===== src/include/oad_pkg.sv =====
// address map, enable bits and timing constants of the on-chip address decoder
package oad_pkg;
  localparam int ADDR_W = 24;
  // flash sectors in user mode, then the test sector that bootstrap maps over the first 8K
  localparam logic [23:0] FLASH_LOW_BASE = 24'h00_0000;
  localparam logic [23:0] FLASH_LOW_LAST = 24'h00_7FFF;
  localparam logic [23:0] FLASH_S4_BASE  = 24'h01_8000;
  localparam logic [23:0] FLASH_S4_LAST  = 24'h01_FFFF;
  localparam logic [23:0] FLASH_S5_BASE  = 24'h02_0000;
  localparam logic [23:0] FLASH_S5_LAST  = 24'h02_FFFF;
  localparam logic [23:0] UPPER_A_BASE   = 24'h03_0000;
  localparam logic [23:0] UPPER_B_LAST   = 24'h04_FFFF;
  localparam logic [23:0] TEST_SEC_BASE  = 24'h00_0000;
  localparam logic [23:0] TEST_SEC_LAST  = 24'h00_1FFF;
  // peripheral-bus windows
  localparam logic [23:0] RAM1_BASE      = 24'h00_E000;
  localparam logic [23:0] RAM1_LAST      = 24'h00_E7FF;
  localparam logic [15:0] PAGE_CAN1      = 16'h00EF;
  localparam logic [15:0] PAGE_CAN2      = 16'h00EE;
  localparam logic [15:0] PAGE_RTC       = 16'h00ED;
  localparam logic [15:0] PAGE_PWM       = 16'h00EC;
  localparam logic [15:0] PAGE_ASC       = 16'h00E9;
  localparam logic [15:0] PAGE_SSC       = 16'h00E8;
  localparam logic [15:0] PAGE_I2C       = 16'h00EA;
  localparam logic [15:0] PAGE_MISC      = 16'h00EB;
  // second RAM default window and mirror span
  localparam logic [23:0] RAM2_RESET_BASE = 24'h09_0000;
  localparam int          RAM2_MIRROR_BYTES = 16384;
  localparam int          RAM2_SMALL_BYTES  = 8192;
  // enable bit positions
  localparam int SYS_GLOBAL_BIT = 2;
  localparam int EN_CAN1 = 0;
  localparam int EN_CAN2 = 1;
  localparam int EN_RAM1 = 2;
  localparam int EN_RAM2 = 3;
  localparam int EN_RTC  = 4;
  localparam int EN_PWM  = 6;
  localparam int EN_ASC  = 7;
  localparam int EN_SSC  = 8;
  localparam int EN_I2C  = 9;
  localparam int EN_MISC = 10;
  // segment lines available on the port
  localparam int SEG_LINES_FULL = 8;
  localparam int SEG_LINES_CAN  = 4;
  // timing: periph access time and cycles at the local clock
  localparam int CLK_PERIOD_PS   = 20000;
  localparam int PERIPH_WAIT_NUM = 2;
  localparam int PERIPH_ACC_PS   = 62500;
  localparam int RAM_ACC_PS      = 31250;
  localparam int PERIPH_ACC_CYC  =
    (PERIPH_ACC_PS + CLK_PERIOD_PS - 1) / CLK_PERIOD_PS;
  localparam int RAM_ACC_CYC     = 1;
  // target codes, one-hot
  typedef enum logic [8:0] {
    TGT_EXT   = 9'h001,
    TGT_FLASH = 9'h002,
    TGT_TEST  = 9'h004,
    TGT_RAM1  = 9'h008,
    TGT_RAM2  = 9'h010,
    TGT_PERIPH = 9'h020,
    TGT_UPPER = 9'h040,
    TGT_PAD0  = 9'h080,
    TGT_PAD1  = 9'h100
  } oad_target_t;
  typedef enum logic [2:0] {
    ST_IDLE = 3'b001,
    ST_WAIT = 3'b010,
    ST_DONE = 3'b100
  } oad_state_t;
  // true when addr lies in [lo, hi]
  function automatic logic oad_in(input logic [23:0] a, input logic [23:0] lo,
                                  input logic [23:0] hi);
    return (a >= lo) && (a <= hi);
  endfunction
endpackage


===== src/hw/oad_periph_sel.sv =====
`timescale 1ns/10ps
// peripheral-bus page decode gated by global and per-module enables
module oad_periph_sel
  import oad_pkg::*;
(
  // address and enables
  input  wire logic [23:0] addr,
  input  wire logic        global_en,
  input  wire logic [15:0] periph_en,
  // result
  output logic [7:0]       sel
);
  logic [15:0] page;
  assign page = addr[23:8];
  // each page only exists when its enable and the global enable are set
  always_comb begin
    sel    = '0;
    sel[0] = global_en && periph_en[EN_CAN1] && (page == PAGE_CAN1);
    sel[1] = global_en && periph_en[EN_CAN2] && (page == PAGE_CAN2);
    sel[2] = global_en && periph_en[EN_RTC]  && (page == PAGE_RTC);
    sel[3] = global_en && periph_en[EN_PWM]  && (page == PAGE_PWM);
    sel[4] = global_en && periph_en[EN_ASC]  && (page == PAGE_ASC);
    sel[5] = global_en && periph_en[EN_SSC]  && (page == PAGE_SSC);
    sel[6] = global_en && periph_en[EN_I2C]  && (page == PAGE_I2C);
    sel[7] = global_en && periph_en[EN_MISC] && (page == PAGE_MISC);
  end
endmodule


===== src/hw/oad_ram2_win.sv =====
`timescale 1ns/10ps
// second extension RAM window match with mirroring
module oad_ram2_win
  import oad_pkg::*;
#(
  parameter int RAM2_BYTES = RAM2_MIRROR_BYTES
)
(
  // address and window
  input  wire logic [23:0] addr,
  input  wire logic [23:0] win_base,
  input  wire logic        enabled,
  // result
  output logic             hit,
  output logic [13:0]      offset
);
  localparam int WIN_BITS = 16;
  // the mirror mask only serves the two array sizes the offset field holds
  if (RAM2_BYTES != RAM2_SMALL_BYTES && RAM2_BYTES != RAM2_MIRROR_BYTES) begin : g_bad_size
    $error("RAM2_BYTES must be 8192 or 16384");
  end
  // window is a 64K block; the array mirrors on each RAM2_BYTES boundary (8K or 16K)
  assign hit    = enabled && (addr[23:WIN_BITS] == win_base[23:WIN_BITS]);
  assign offset = addr[13:0] & 14'(RAM2_BYTES - 1);
endmodule


===== src/hw/oad_decoder.sv =====
`timescale 1ns/10ps
// on-chip address decoder: routes cpu accesses to flash, ext ram, periph bus or ext bus
module oad_decoder
  import oad_pkg::*;
#(
  parameter int RAM2_BYTES  = RAM2_MIRROR_BYTES,
  parameter int PERIPH_WAIT = PERIPH_WAIT_NUM
)
(
  // clock and reset
  input  wire logic        clk,
  input  wire logic        reset,
  input  wire logic        clk_en,
  // configuration
  input  wire logic        periph_bus_global_enable,
  input  wire logic [15:0] periph_enable_register,
  input  wire logic        bootstrap_mode,
  input  wire logic        window_write,
  input  wire logic [7:0]  second_ram_window_select,
  // cpu request
  input  wire logic        req,
  input  wire logic [23:0] addr,
  input  wire logic        write,
  input  wire logic        byte_access,
  input  wire logic        bit_access,
  input  wire logic        stack_access,
  // routing answer
  output logic             ack,
  output logic             access_error,
  output logic [8:0]       target,
  output logic [7:0]       periph_select,
  output logic [13:0]      ram2_offset,
  output logic             ext_cycle,
  output logic [23:0]      ext_addr,
  output logic             ext_write,
  output logic             ext_byte,
  // status
  output logic [23:0]      ram2_window,
  output logic [3:0]       segment_lines
);
  // refuse a mirror size or wait count that the counters cannot serve
  if (RAM2_BYTES != RAM2_SMALL_BYTES && RAM2_BYTES != RAM2_MIRROR_BYTES) begin : g_bad_ram2
    $error("RAM2_BYTES must be 8192 or 16384");
  end
  if (PERIPH_WAIT < 1 || PERIPH_WAIT > 7) begin : g_bad_wait
    $error("PERIPH_WAIT out of range");
  end

  typedef struct packed {
    oad_state_t  state;
    logic [2:0]  wait_cnt;
    logic [7:0]  win;
    logic        ack;
    logic        err;
    logic [8:0]  target;
    logic [7:0]  psel;
    logic [13:0] roff;
    logic        ext;
    logic [23:0] eaddr;
    logic        ewr;
    logic        ebyte;
  } oad_regs_t;

  localparam logic [7:0] WIN_RESET = RAM2_RESET_BASE[23:16];

  oad_regs_t   r;
  oad_regs_t   next_r;
  logic [7:0]  psel_now;
  logic        ram2_hit;
  logic [13:0] ram2_off;
  logic        ram1_hit;
  logic        flash_hit;
  logic        test_hit;
  logic        upper_hit;
  logic        ram1_en;
  logic        ram2_en;

  assign ram1_en = periph_bus_global_enable && periph_enable_register[EN_RAM1];
  assign ram2_en = periph_bus_global_enable && periph_enable_register[EN_RAM2];
  assign ram1_hit = ram1_en && oad_in(addr, RAM1_BASE, RAM1_LAST);
  // bootstrap replaces the first flash 8K with the test sector
  assign test_hit  = bootstrap_mode && oad_in(addr, TEST_SEC_BASE, TEST_SEC_LAST);
  assign flash_hit = !test_hit && (oad_in(addr, FLASH_LOW_BASE, FLASH_LOW_LAST) ||
                     oad_in(addr, FLASH_S4_BASE, FLASH_S4_LAST) ||
                     oad_in(addr, FLASH_S5_BASE, FLASH_S5_LAST));
  // upper sectors still answer; hardware does not block them
  assign upper_hit = oad_in(addr, UPPER_A_BASE, UPPER_B_LAST);

  oad_periph_sel u_psel (
    .addr      (addr),
    .global_en (periph_bus_global_enable),
    .periph_en (periph_enable_register),
    .sel       (psel_now)
  );

  oad_ram2_win #(.RAM2_BYTES(RAM2_BYTES)) u_ram2 (
    .addr     (addr),
    .win_base ({r.win, 16'h0000}),
    .enabled  (ram2_en),
    .hit      (ram2_hit),
    .offset   (ram2_off)
  );

  // next-state: decode on request, hold periph access for its wait states
  always_comb begin
    next_r     = r;
    next_r.ack = 1'b0;
    next_r.err = 1'b0;
    if (window_write) begin
      next_r.win = second_ram_window_select;
    end
    unique case (r.state)
      ST_IDLE: begin
        if (req) begin
          next_r.ext    = 1'b0;
          next_r.psel   = '0;
          next_r.eaddr  = addr;
          next_r.ewr    = write;
          next_r.ebyte  = byte_access;
          next_r.roff   = '0;
          if (test_hit) begin
            next_r.target = TGT_TEST;
            next_r.ack    = 1'b1;
          end else if (flash_hit) begin
            next_r.target = TGT_FLASH;
            next_r.ack    = 1'b1;
          end else if (upper_hit) begin
            next_r.target = TGT_UPPER;
            next_r.ack    = 1'b1;
          end else if (ram1_hit || ram2_hit) begin
            // ext ram is bus-like: bit ops and stack use are refused
            next_r.target = ram1_hit ? TGT_RAM1 : TGT_RAM2;
            next_r.roff   = ram1_hit ? 14'(addr[10:0]) : ram2_off;
            next_r.err    = bit_access || stack_access;
            next_r.ack    = 1'b1;
          end else if (psel_now != '0) begin
            next_r.target = TGT_PERIPH;
            next_r.psel   = psel_now;
            if (byte_access || bit_access) begin
              next_r.err = 1'b1;
              next_r.ack = 1'b1;
            end else begin
              next_r.state    = ST_WAIT;
              next_r.wait_cnt = 3'(PERIPH_WAIT);
            end
          end else begin
            // disabled modules and unmapped space fall through
            next_r.target = TGT_EXT;
            next_r.ext    = 1'b1;
            next_r.ack    = 1'b1;
          end
        end else begin
          next_r.ext = 1'b0;
        end
      end
      ST_WAIT: begin
        if (r.wait_cnt == 3'd1) begin
          next_r.state = ST_DONE;
        end
        next_r.wait_cnt = r.wait_cnt - 3'd1;
      end
      ST_DONE: begin
        next_r.ack   = 1'b1;
        next_r.state = ST_IDLE;
      end
      default: begin
        next_r.state = ST_IDLE;
      end
    endcase
  end

  // state register; a low clk_en freezes everything but reset
  always_ff @(posedge clk) begin
    if (reset) begin
      r        <= '0;
      r.state  <= ST_IDLE;
      r.target <= TGT_EXT;
      r.win    <= WIN_RESET;
    end else if (clk_en) begin
      r <= next_r;
    end
  end

  assign ack           = r.ack;
  assign access_error  = r.err;
  assign target        = r.target;
  assign periph_select = r.psel;
  assign ram2_offset   = r.roff;
  assign ext_cycle     = r.ext;
  assign ext_addr      = r.eaddr;
  assign ext_write     = r.ewr;
  assign ext_byte      = r.ebyte;
  assign ram2_window   = {r.win, 16'h0000};
  // CAN modules borrow half the segment pins
  assign segment_lines = (periph_bus_global_enable && (periph_enable_register[EN_CAN1] ||
                          periph_enable_register[EN_CAN2])) ? 4'(SEG_LINES_CAN)
                         : 4'(SEG_LINES_FULL);

  // checks: a request is taken only in idle with the clock enabled
  logic        take_now;
  logic [15:0] page_now;
  assign take_now = (r.state == ST_IDLE) && req && clk_en;
  assign page_now = addr[23:8];

  // reset and window
  a_reset_window: assert property (@(posedge clk)
    $rose(!reset) |-> ram2_window == RAM2_RESET_BASE)
    else $error("second ram window not at reset base");
  a_window_load: assert property (@(posedge clk) disable iff (reset)
    (window_write && clk_en) |=> ram2_window[23:16] == $past(second_ram_window_select))
    else $error("window select not loaded");
  a_ram2_gate: assert property (@(posedge clk) disable iff (reset)
    (take_now && !periph_bus_global_enable && addr[23:16] == r.win
     && !test_hit && !flash_hit && !upper_hit) |=> ext_cycle)
    else $error("second ram window not external while bus off");

  // memory map
  a_boot_test: assert property (@(posedge clk) disable iff (reset)
    (take_now && bootstrap_mode && addr == TEST_SEC_BASE) |=> target == TGT_TEST)
    else $error("test sector not visible in bootstrap");
  a_test_hidden: assert property (@(posedge clk) disable iff (reset)
    (take_now && !bootstrap_mode && addr == TEST_SEC_BASE) |=> target == TGT_FLASH)
    else $error("test sector visible in user mode");
  a_user_flash: assert property (@(posedge clk) disable iff (reset)
    (take_now && !bootstrap_mode && addr == FLASH_S4_BASE) |=> target == TGT_FLASH)
    else $error("flash sector not mapped");
  a_unmapped_ext: assert property (@(posedge clk) disable iff (reset)
    (take_now && !test_hit && !flash_hit && !upper_hit && !ram1_hit && !ram2_hit
     && psel_now == '0) |=> ack && ext_cycle && ext_addr == $past(addr))
    else $error("unmatched access not passed on");

  // extension ram: bus-like, zero wait, no bit or stack use
  a_ram1_gate: assert property (@(posedge clk) disable iff (reset)
    (take_now && !periph_bus_global_enable && oad_in(addr, RAM1_BASE, RAM1_LAST))
    |=> ack && ext_cycle && target == TGT_EXT)
    else $error("disabled first ram not external");
  a_ram_zero_wait: assert property (@(posedge clk) disable iff (reset)
    (take_now && !test_hit && !flash_hit && !upper_hit && !ram1_hit && ram2_hit)
    |=> ack && target == TGT_RAM2)
    else $error("second ram not zero wait");
  a_ram_byte_ok: assert property (@(posedge clk) disable iff (reset)
    (take_now && ram1_hit && byte_access && !bit_access && !stack_access)
    |=> ack && !access_error && target == TGT_RAM1)
    else $error("byte access to first ram refused");
  a_ram_bit_use: assert property (@(posedge clk) disable iff (reset)
    (take_now && ram1_hit && (bit_access || stack_access)) |=> ack && access_error)
    else $error("bit or stack use of ext ram allowed");

  // peripheral pages: each needs the global enable and its own bit
  a_can1_page: assert property (@(posedge clk) disable iff (reset)
    (take_now && periph_bus_global_enable && periph_enable_register[EN_CAN1]
     && page_now == PAGE_CAN1 && !ram2_hit) |=> periph_select == 8'h01)
    else $error("first can page not selected");
  a_can2_page: assert property (@(posedge clk) disable iff (reset)
    (take_now && periph_bus_global_enable && periph_enable_register[EN_CAN2]
     && page_now == PAGE_CAN2 && !ram2_hit) |=> periph_select == 8'h02)
    else $error("second can page not selected");
  a_rtc_page: assert property (@(posedge clk) disable iff (reset)
    (take_now && periph_bus_global_enable && periph_enable_register[EN_RTC]
     && page_now == PAGE_RTC && !ram2_hit) |=> periph_select == 8'h04)
    else $error("clock module page not selected");
  a_pwm_page: assert property (@(posedge clk) disable iff (reset)
    (take_now && periph_bus_global_enable && periph_enable_register[EN_PWM]
     && page_now == PAGE_PWM && !ram2_hit) |=> periph_select == 8'h08)
    else $error("pulse module page not selected");
  a_asc_page: assert property (@(posedge clk) disable iff (reset)
    (take_now && periph_bus_global_enable && periph_enable_register[EN_ASC]
     && page_now == PAGE_ASC && !ram2_hit) |=> periph_select == 8'h10)
    else $error("async serial page not selected");
  a_ssc_page: assert property (@(posedge clk) disable iff (reset)
    (take_now && periph_bus_global_enable && periph_enable_register[EN_SSC]
     && page_now == PAGE_SSC && !ram2_hit) |=> periph_select == 8'h20)
    else $error("sync serial page not selected");
  a_i2c_page: assert property (@(posedge clk) disable iff (reset)
    (take_now && periph_bus_global_enable && periph_enable_register[EN_I2C]
     && page_now == PAGE_I2C && !ram2_hit) |=> periph_select == 8'h40)
    else $error("i2c page not selected");
  a_misc_page: assert property (@(posedge clk) disable iff (reset)
    (take_now && periph_bus_global_enable && periph_enable_register[EN_MISC]
     && page_now == PAGE_MISC && !ram2_hit) |=> periph_select == 8'h80)
    else $error("misc feature page not selected");
  a_disabled_gone: assert property (@(posedge clk) disable iff (reset)
    (take_now && periph_bus_global_enable && !periph_enable_register[EN_CAN1]
     && page_now == PAGE_CAN1 && !ram2_hit) |=> ext_cycle && periph_select == 8'h00)
    else $error("disabled module still decoded");

  // peripheral timing and refusals; a frozen clock would stretch the wait
  a_periph_wait: assert property (@(posedge clk) disable iff (reset || !clk_en)
    (take_now && psel_now != '0 && !ram1_hit && !ram2_hit && !byte_access && !bit_access)
    |-> ##1 !ack [*3] ##1 ack)
    else $error("periph access acked at the wrong cycle");
  a_periph_byte: assert property (@(posedge clk) disable iff (reset)
    (take_now && psel_now != '0 && !ram1_hit && !ram2_hit && byte_access)
    |=> ack && access_error)
    else $error("byte access to periph not refused");
  a_err_with_ack: assert property (@(posedge clk) disable iff (reset)
    access_error |-> ack)
    else $error("error flagged without an answer");

  // segment pins
  a_can_segments: assert property (@(posedge clk) disable iff (reset)
    (periph_bus_global_enable && (periph_enable_register[EN_CAN1]
     || periph_enable_register[EN_CAN2])) |-> segment_lines == 4'h4)
    else $error("segment lines not limited");
  a_full_segments: assert property (@(posedge clk) disable iff (reset)
    !(periph_bus_global_enable && (periph_enable_register[EN_CAN1]
     || periph_enable_register[EN_CAN2])) |-> segment_lines == 4'h8)
    else $error("segment lines limited without can");

  // a low enable must hold every register, window loads included
  a_freeze: assert property (@(posedge clk) disable iff (reset) !clk_en |=> $stable(r))
    else $error("state moved while clock enable low");

  // covers of the main scenarios
  c_periph: cover property (@(posedge clk) r.state == ST_DONE);
  c_ext: cover property (@(posedge clk) ext_cycle);
  c_ram2: cover property (@(posedge clk) ack && target == TGT_RAM2);
  c_boot: cover property (@(posedge clk) ack && target == TGT_TEST);
  c_refused: cover property (@(posedge clk) ack && access_error);
endmodule


===== config.mk =====
export PLATFORM = sky130hd
export DESIGN_NAME = oad_decoder
export DESIGN_NICKNAME = d
export VERILOG_FILES = /design/src/include/oad_pkg.sv /design/src/hw/oad_periph_sel.sv /design/src/hw/oad_ram2_win.sv /design/src/hw/oad_decoder.sv
export SDC_FILE = /design/constraint.sdc
export NUM_CORES = 1
export LEC_CHECK = 0
export ABC_AREA = 0
export BUFFER_PORTS_ARGS = -buffer_cell sky130_fd_sc_hd__buf_4
export CORE_MARGIN = 2
export CORE_UTILIZATION = 50
export CTS_BUF_LIST = sky130_fd_sc_hd__clkbuf_4
export DETAILED_ROUTE_END_ITERATION = 10
export PLACE_DENSITY = 0.82
export REMOVE_ABC_BUFFERS = 1
export SETUP_SLACK_MARGIN = 0.02
export SLEW_MARGIN = 5
export SYNTH_ARGS = -nofsm -noshare
export SYNTH_HDL_FRONTEND = slang
export SYNTH_SLANG_ARGS = --single-unit

===== constraint.sdc =====
create_clock -name clk -period 2.2 [get_ports clk]
set_input_delay 0.22 -clock clk [delete_from_list [all_inputs] [get_ports clk]]
set_output_delay 0.22 -clock clk [all_outputs]
set_load 0.01 [all_outputs]

==> impl_summary.txt <==
----------------------------------------------------
[Status]
  Outcome ... complete, no violations

[CTS]
  Root buffer selected by CTS ... sky130_fd_sc_hd__clkbuf_4
  Post-CTS repair timing setup buffer count ... 0
  Count of clock tree sinks ... 72
  Clock tree from TritonCTS ... built
  Htree depth ... 3
  Number of buffers created by CTS ... 9
  Worst skew pair latency ... between 0.4 and 0.5 ns
  Maximum clock path buffer count ... 2
  Clock Pin Slew Worst Setup and Hold Paths ... ~0.12 ns

[Setup path]
  Kind of end point of the critical path ... flop
  Slowest cell delay on critical path ... approximately 0.5 ns
  CP Buf/Inv Count ... 0
  Kind of cell adding the most delay to the critical path ... simple AND/OR/NAND/NOR gates
  CP cell instances ... nor3b_4, nand3_2, a21oi_1, or4b_1, a21oi_1
  Required time worst endpoint ... 2.53 ns
  Peak fanout along the critical path ... 6
  Path type of the worst setup path ... reg2reg
  Most used cell, CP ... sky130_fd_sc_hd__a21oi_1
  Signal arrival time at the worst endpoint ... 2.39 ns
  Crit start category ... flop
  Slowest cell on the critical path ... sky130_fd_sc_hd__or4b_1

[Global route]
  Gr ovfl total ... 0
  Antenna violations before repair ... 0
  GRT Resource Usage Total ... 0.2098
  Global-route wire length before repair ... 13860 um
  Via count of the first global-routing pass ... around 2900
  Pin count of the biggest net entering global routing ... 34

[Cells and area]
  Util after Layout ... 0.6106
  Multi-input logic area ... roughly 1600 um^2
  Commonest cells after routing, fill and taps aside ... sky130_fd_sc_hd__buf_4 (126), sky130_fd_sc_hd__nand2_1 (95), sky130_fd_sc_hd__dfxtp_1 (72), sky130_fd_sc_hd__a21oi_1 (48), sky130_fd_sc_hd__conb_1 (20)
  Most common library cell in the layout ignoring fill and taps ... sky130_fd_sc_hd__buf_4
  Number of nets in the final layout ... between 500 and 600
  Proportion of layout cells with a drive suffix above 1 ... 0.2965
  ANT cells ... 0
  Sequential Area ... around 1400 um^2
  Area growth syn-to-layout ... 18.99%
  Layout fillers ... about 650

[Logic synthesis]
  Leading area contributor after synthesis ... sky130_fd_sc_hd__dfxtp_1
  Area share of the largest cell type after synthesis ... 0.3893
  Netlist cell types ... 50
  Gate count of the mapped netlist ... about 450
  Number of enable flip-flop cells after synthesis ... 0
  Average footprint of a synthesized cell ... ~8.2 um^2
  Fraction of synthesis flops using an asynchronous set or reset pin ... 0
  Synth area leaders ... sky130_fd_sc_hd__dfxtp_1 (39%), sky130_fd_sc_hd__buf_4 (16%), sky130_fd_sc_hd__nand2_1 (9.6%)
  Number of warnings reported in the yosys synthesis log ... 0
  Most common flop cell mapped by yosys ... sky130_fd_sc_hd__dfxtp_1
  Register bit total from synthesis ... between 70 and 80
  Total standard cell area after synthesis ... 3702 um^2
  Post-synthesis sequential area ratio ... 0.3893

[STA]
  Worst Max-Slew Pin Slew ... around 0.55 ns
  Time the final worst path needs with I/O delays and setup ... a little over 2 ns
  Final count of pins violating max slew ... 0
  Final worst-path cycle share ... 0.9356
  Setup tns final ... 0 ns
  Setup repair after global routing missed its margin ... false
  Min Hold Slack ... roughly 0.020 ns
  Upper clock frequency limit ... 0.4858 GHz
  Number of failing hold endpoints at the final stage ... 0
  Clock Skew ... around 0.016 ns
  Final Setup Violations ... 0
  Relative slew margins ... 0.6300

[Job]
  Total of max-cap violations ... 0

[Die]
  Number of I/O pins ... approximately 150
  # rows ... 31
  Width of the chip ... about 90 um
  Vertical die dimension ... ~90 um
  Std-Cell Core Area ... roughly 7200 um^2
  Total die area ... between 8000 and 9000 um^2
  Starting utilization of the core area ... 0.5132

[Drt]
  Residual antenna-violating net count after detailed routing ... 0
  Via count ... around 3100
  Count of routing violations after the opening detailed-route iteration ... about 140
  Via density per instance ... 5.081
  Routed wire length ... 8669 um
  Post-detailed-route DRC marker count ... 0
  Drt first pass iters ... 5
  Routed length per placed instance ... roughly 14 um

[Worst hold path]
  Worst Hold Class ... in2reg

[Pwr]
  Maximum vdd ir drop ... around 0.33 mV
  Portion of total power attributed to sequential cells ... 0.468
  Clock power share ... 0.406
  Switching power ... between 0.0007 and 0.0008 W
  Power density normalized to cell area ... 656.9 nW/um^2
  Cell-internal power ... roughly 0.0022 W
  Combinational Power Share ... 0.126
  Leakage component of the power ... roughly 1.9 nW
  Switch share ... 0.2419

[Placement]
  Post-DP HPWL ... ~6300 um
  Quantity of I/O buffers inserted on ports ... 120
  Global placer's final weighted congestion ... a little under 0.9

----------------------------------------------------
## kinds of logic (layout without fill, tap and decap cells)
family          count (synthesis)  count (layout)  share of synthesized area
compound gates                 90              90                     0.1501
buf+inv                       111             154                     0.1977
other cells                     1              20                   0.001013
simple gates                  164             164                     0.2207
flops                          72              72                     0.3893
fa+ha+maj                       2               2                   0.006758
mux                             4               4                    0.01081
xor+xnor                       10              10                    0.02366
## routing by layer
metal | wire length, um | global-route usage | vias up
met2 | 4178 | 0.3565 | 129
met4 | 146 | 0.07692 | 0
met5 | 0 | 0 | -
met3 | 612 | 0.06035 | 13
met1 | 3732 | 0.2522 | 1433
li1 | - | - | 1550
## worst register-to-register path, delay by kind of cell, from the launching register on
| kind | cells | cell delay, ns |
|---|---|---|
| AND/OR/NAND/NOR | 3 | 0.99 |
| AO/OA/AOI/OAI | 2 | 0.58 |
| flip-flops | 1 | 0.42 |
## repair_timing
| item | CTS | global route |
|---|---|---|
| hold buffers | 5 | 1 |
| endpoints found under the setup margin | 0 | 7 |
| gates resized for setup | 0 | 1 |
| endpoints found under the hold margin | 5 | 1 |
## per-stage QoR
step	cells	setup WS [ns]	instance area, um^2	total power, W
global placement	593	0.1958	4134	0.001731
finish	615	0.1416	4405	0.002894
floorplan	368	0.08009	3064	0.001525
detailed placement	593	0.1605	4134	0.001740
global route	615	0.03733	4405	0.003010
CTS	614	0.1460	4394	0.002923
## cells in the mapped netlist (2+ instances only)
master and instances:
sky130_fd_sc_hd__nand2_1 95, sky130_fd_sc_hd__buf_4 81, sky130_fd_sc_hd__dfxtp_1 72, sky130_fd_sc_hd__a21oi_1 48, sky130_fd_sc_hd__clkbuf_1 20, sky130_fd_sc_hd__a22o_1 13, sky130_fd_sc_hd__nand3_1 12, sky130_fd_sc_hd__nor2_1 10
sky130_fd_sc_hd__o21ai_1 8, sky130_fd_sc_hd__xor2_1 8, sky130_fd_sc_hd__and3_1 6, sky130_fd_sc_hd__inv_1 6, sky130_fd_sc_hd__nor2b_1 6, sky130_fd_sc_hd__nand3b_1 5, sky130_fd_sc_hd__nand4_1 5, sky130_fd_sc_hd__o21ai_0 5
sky130_fd_sc_hd__mux2i_1 4, sky130_fd_sc_hd__and2_1 3, sky130_fd_sc_hd__buf_2 3, sky130_fd_sc_hd__nand4b_1 3, sky130_fd_sc_hd__nor3_1 3, sky130_fd_sc_hd__a211oi_2 2, sky130_fd_sc_hd__ha_1 2, sky130_fd_sc_hd__nand2b_1 2
sky130_fd_sc_hd__nand3_2 2, sky130_fd_sc_hd__nor4_1 2, sky130_fd_sc_hd__o21a_1 2, sky130_fd_sc_hd__o31ai_1 2, sky130_fd_sc_hd__or4_4 2, sky130_fd_sc_hd__xnor2_1 2
## flip-flops by register name (all words and copies together), names as in the netlist
signal	count
r	6
access_error	1
ext_write	1
periph_select	8
ext_addr	24
ram2_window	8
target	7
ack	1
ext_cycle	1
ram2_offset	14
ext_byte	1
## power by group through the flow
stage,Combinational (W),Clock (W),Sequential (W)
after floorplan,0.000127,0,0.00140
after global placement,0.000347,0,0.00138
after detailed placement,0.000355,0,0.00138
after CTS,0.000364,0.00120,0.00136
after global routing,0.000397,0.00125,0.00136
final,0.000365,0.00117,0.00136
## final timing paths
path | startpoint | to | slack (ns) | depth (start not counted)
worst max-delay path | r[71] | r[72] | 0.14 | 5
worst min register to register | periph_select[7] | periph_select[7] | 0.45 | 2
worst max register to register | r[71] | r[72] | 0.14 | 5
worst min-delay path | addr[4] | ram2_offset[4] | 0.02 | 2
## layout make-up
cell class / count / area share
Timing Repair Buffer: 132 / 0.2283
Sequential cell: 72 / 0.3272
Inverter: 6 / 0.005112
Clock buffer: 9 / 0.01534
Clock inverter: 7 / 0.03238
Multi-Input combinational cell: 290 / 0.3635
Tap cell: 99 / 0.02812
No activity file was read; power rests on OpenSTA's default activity.
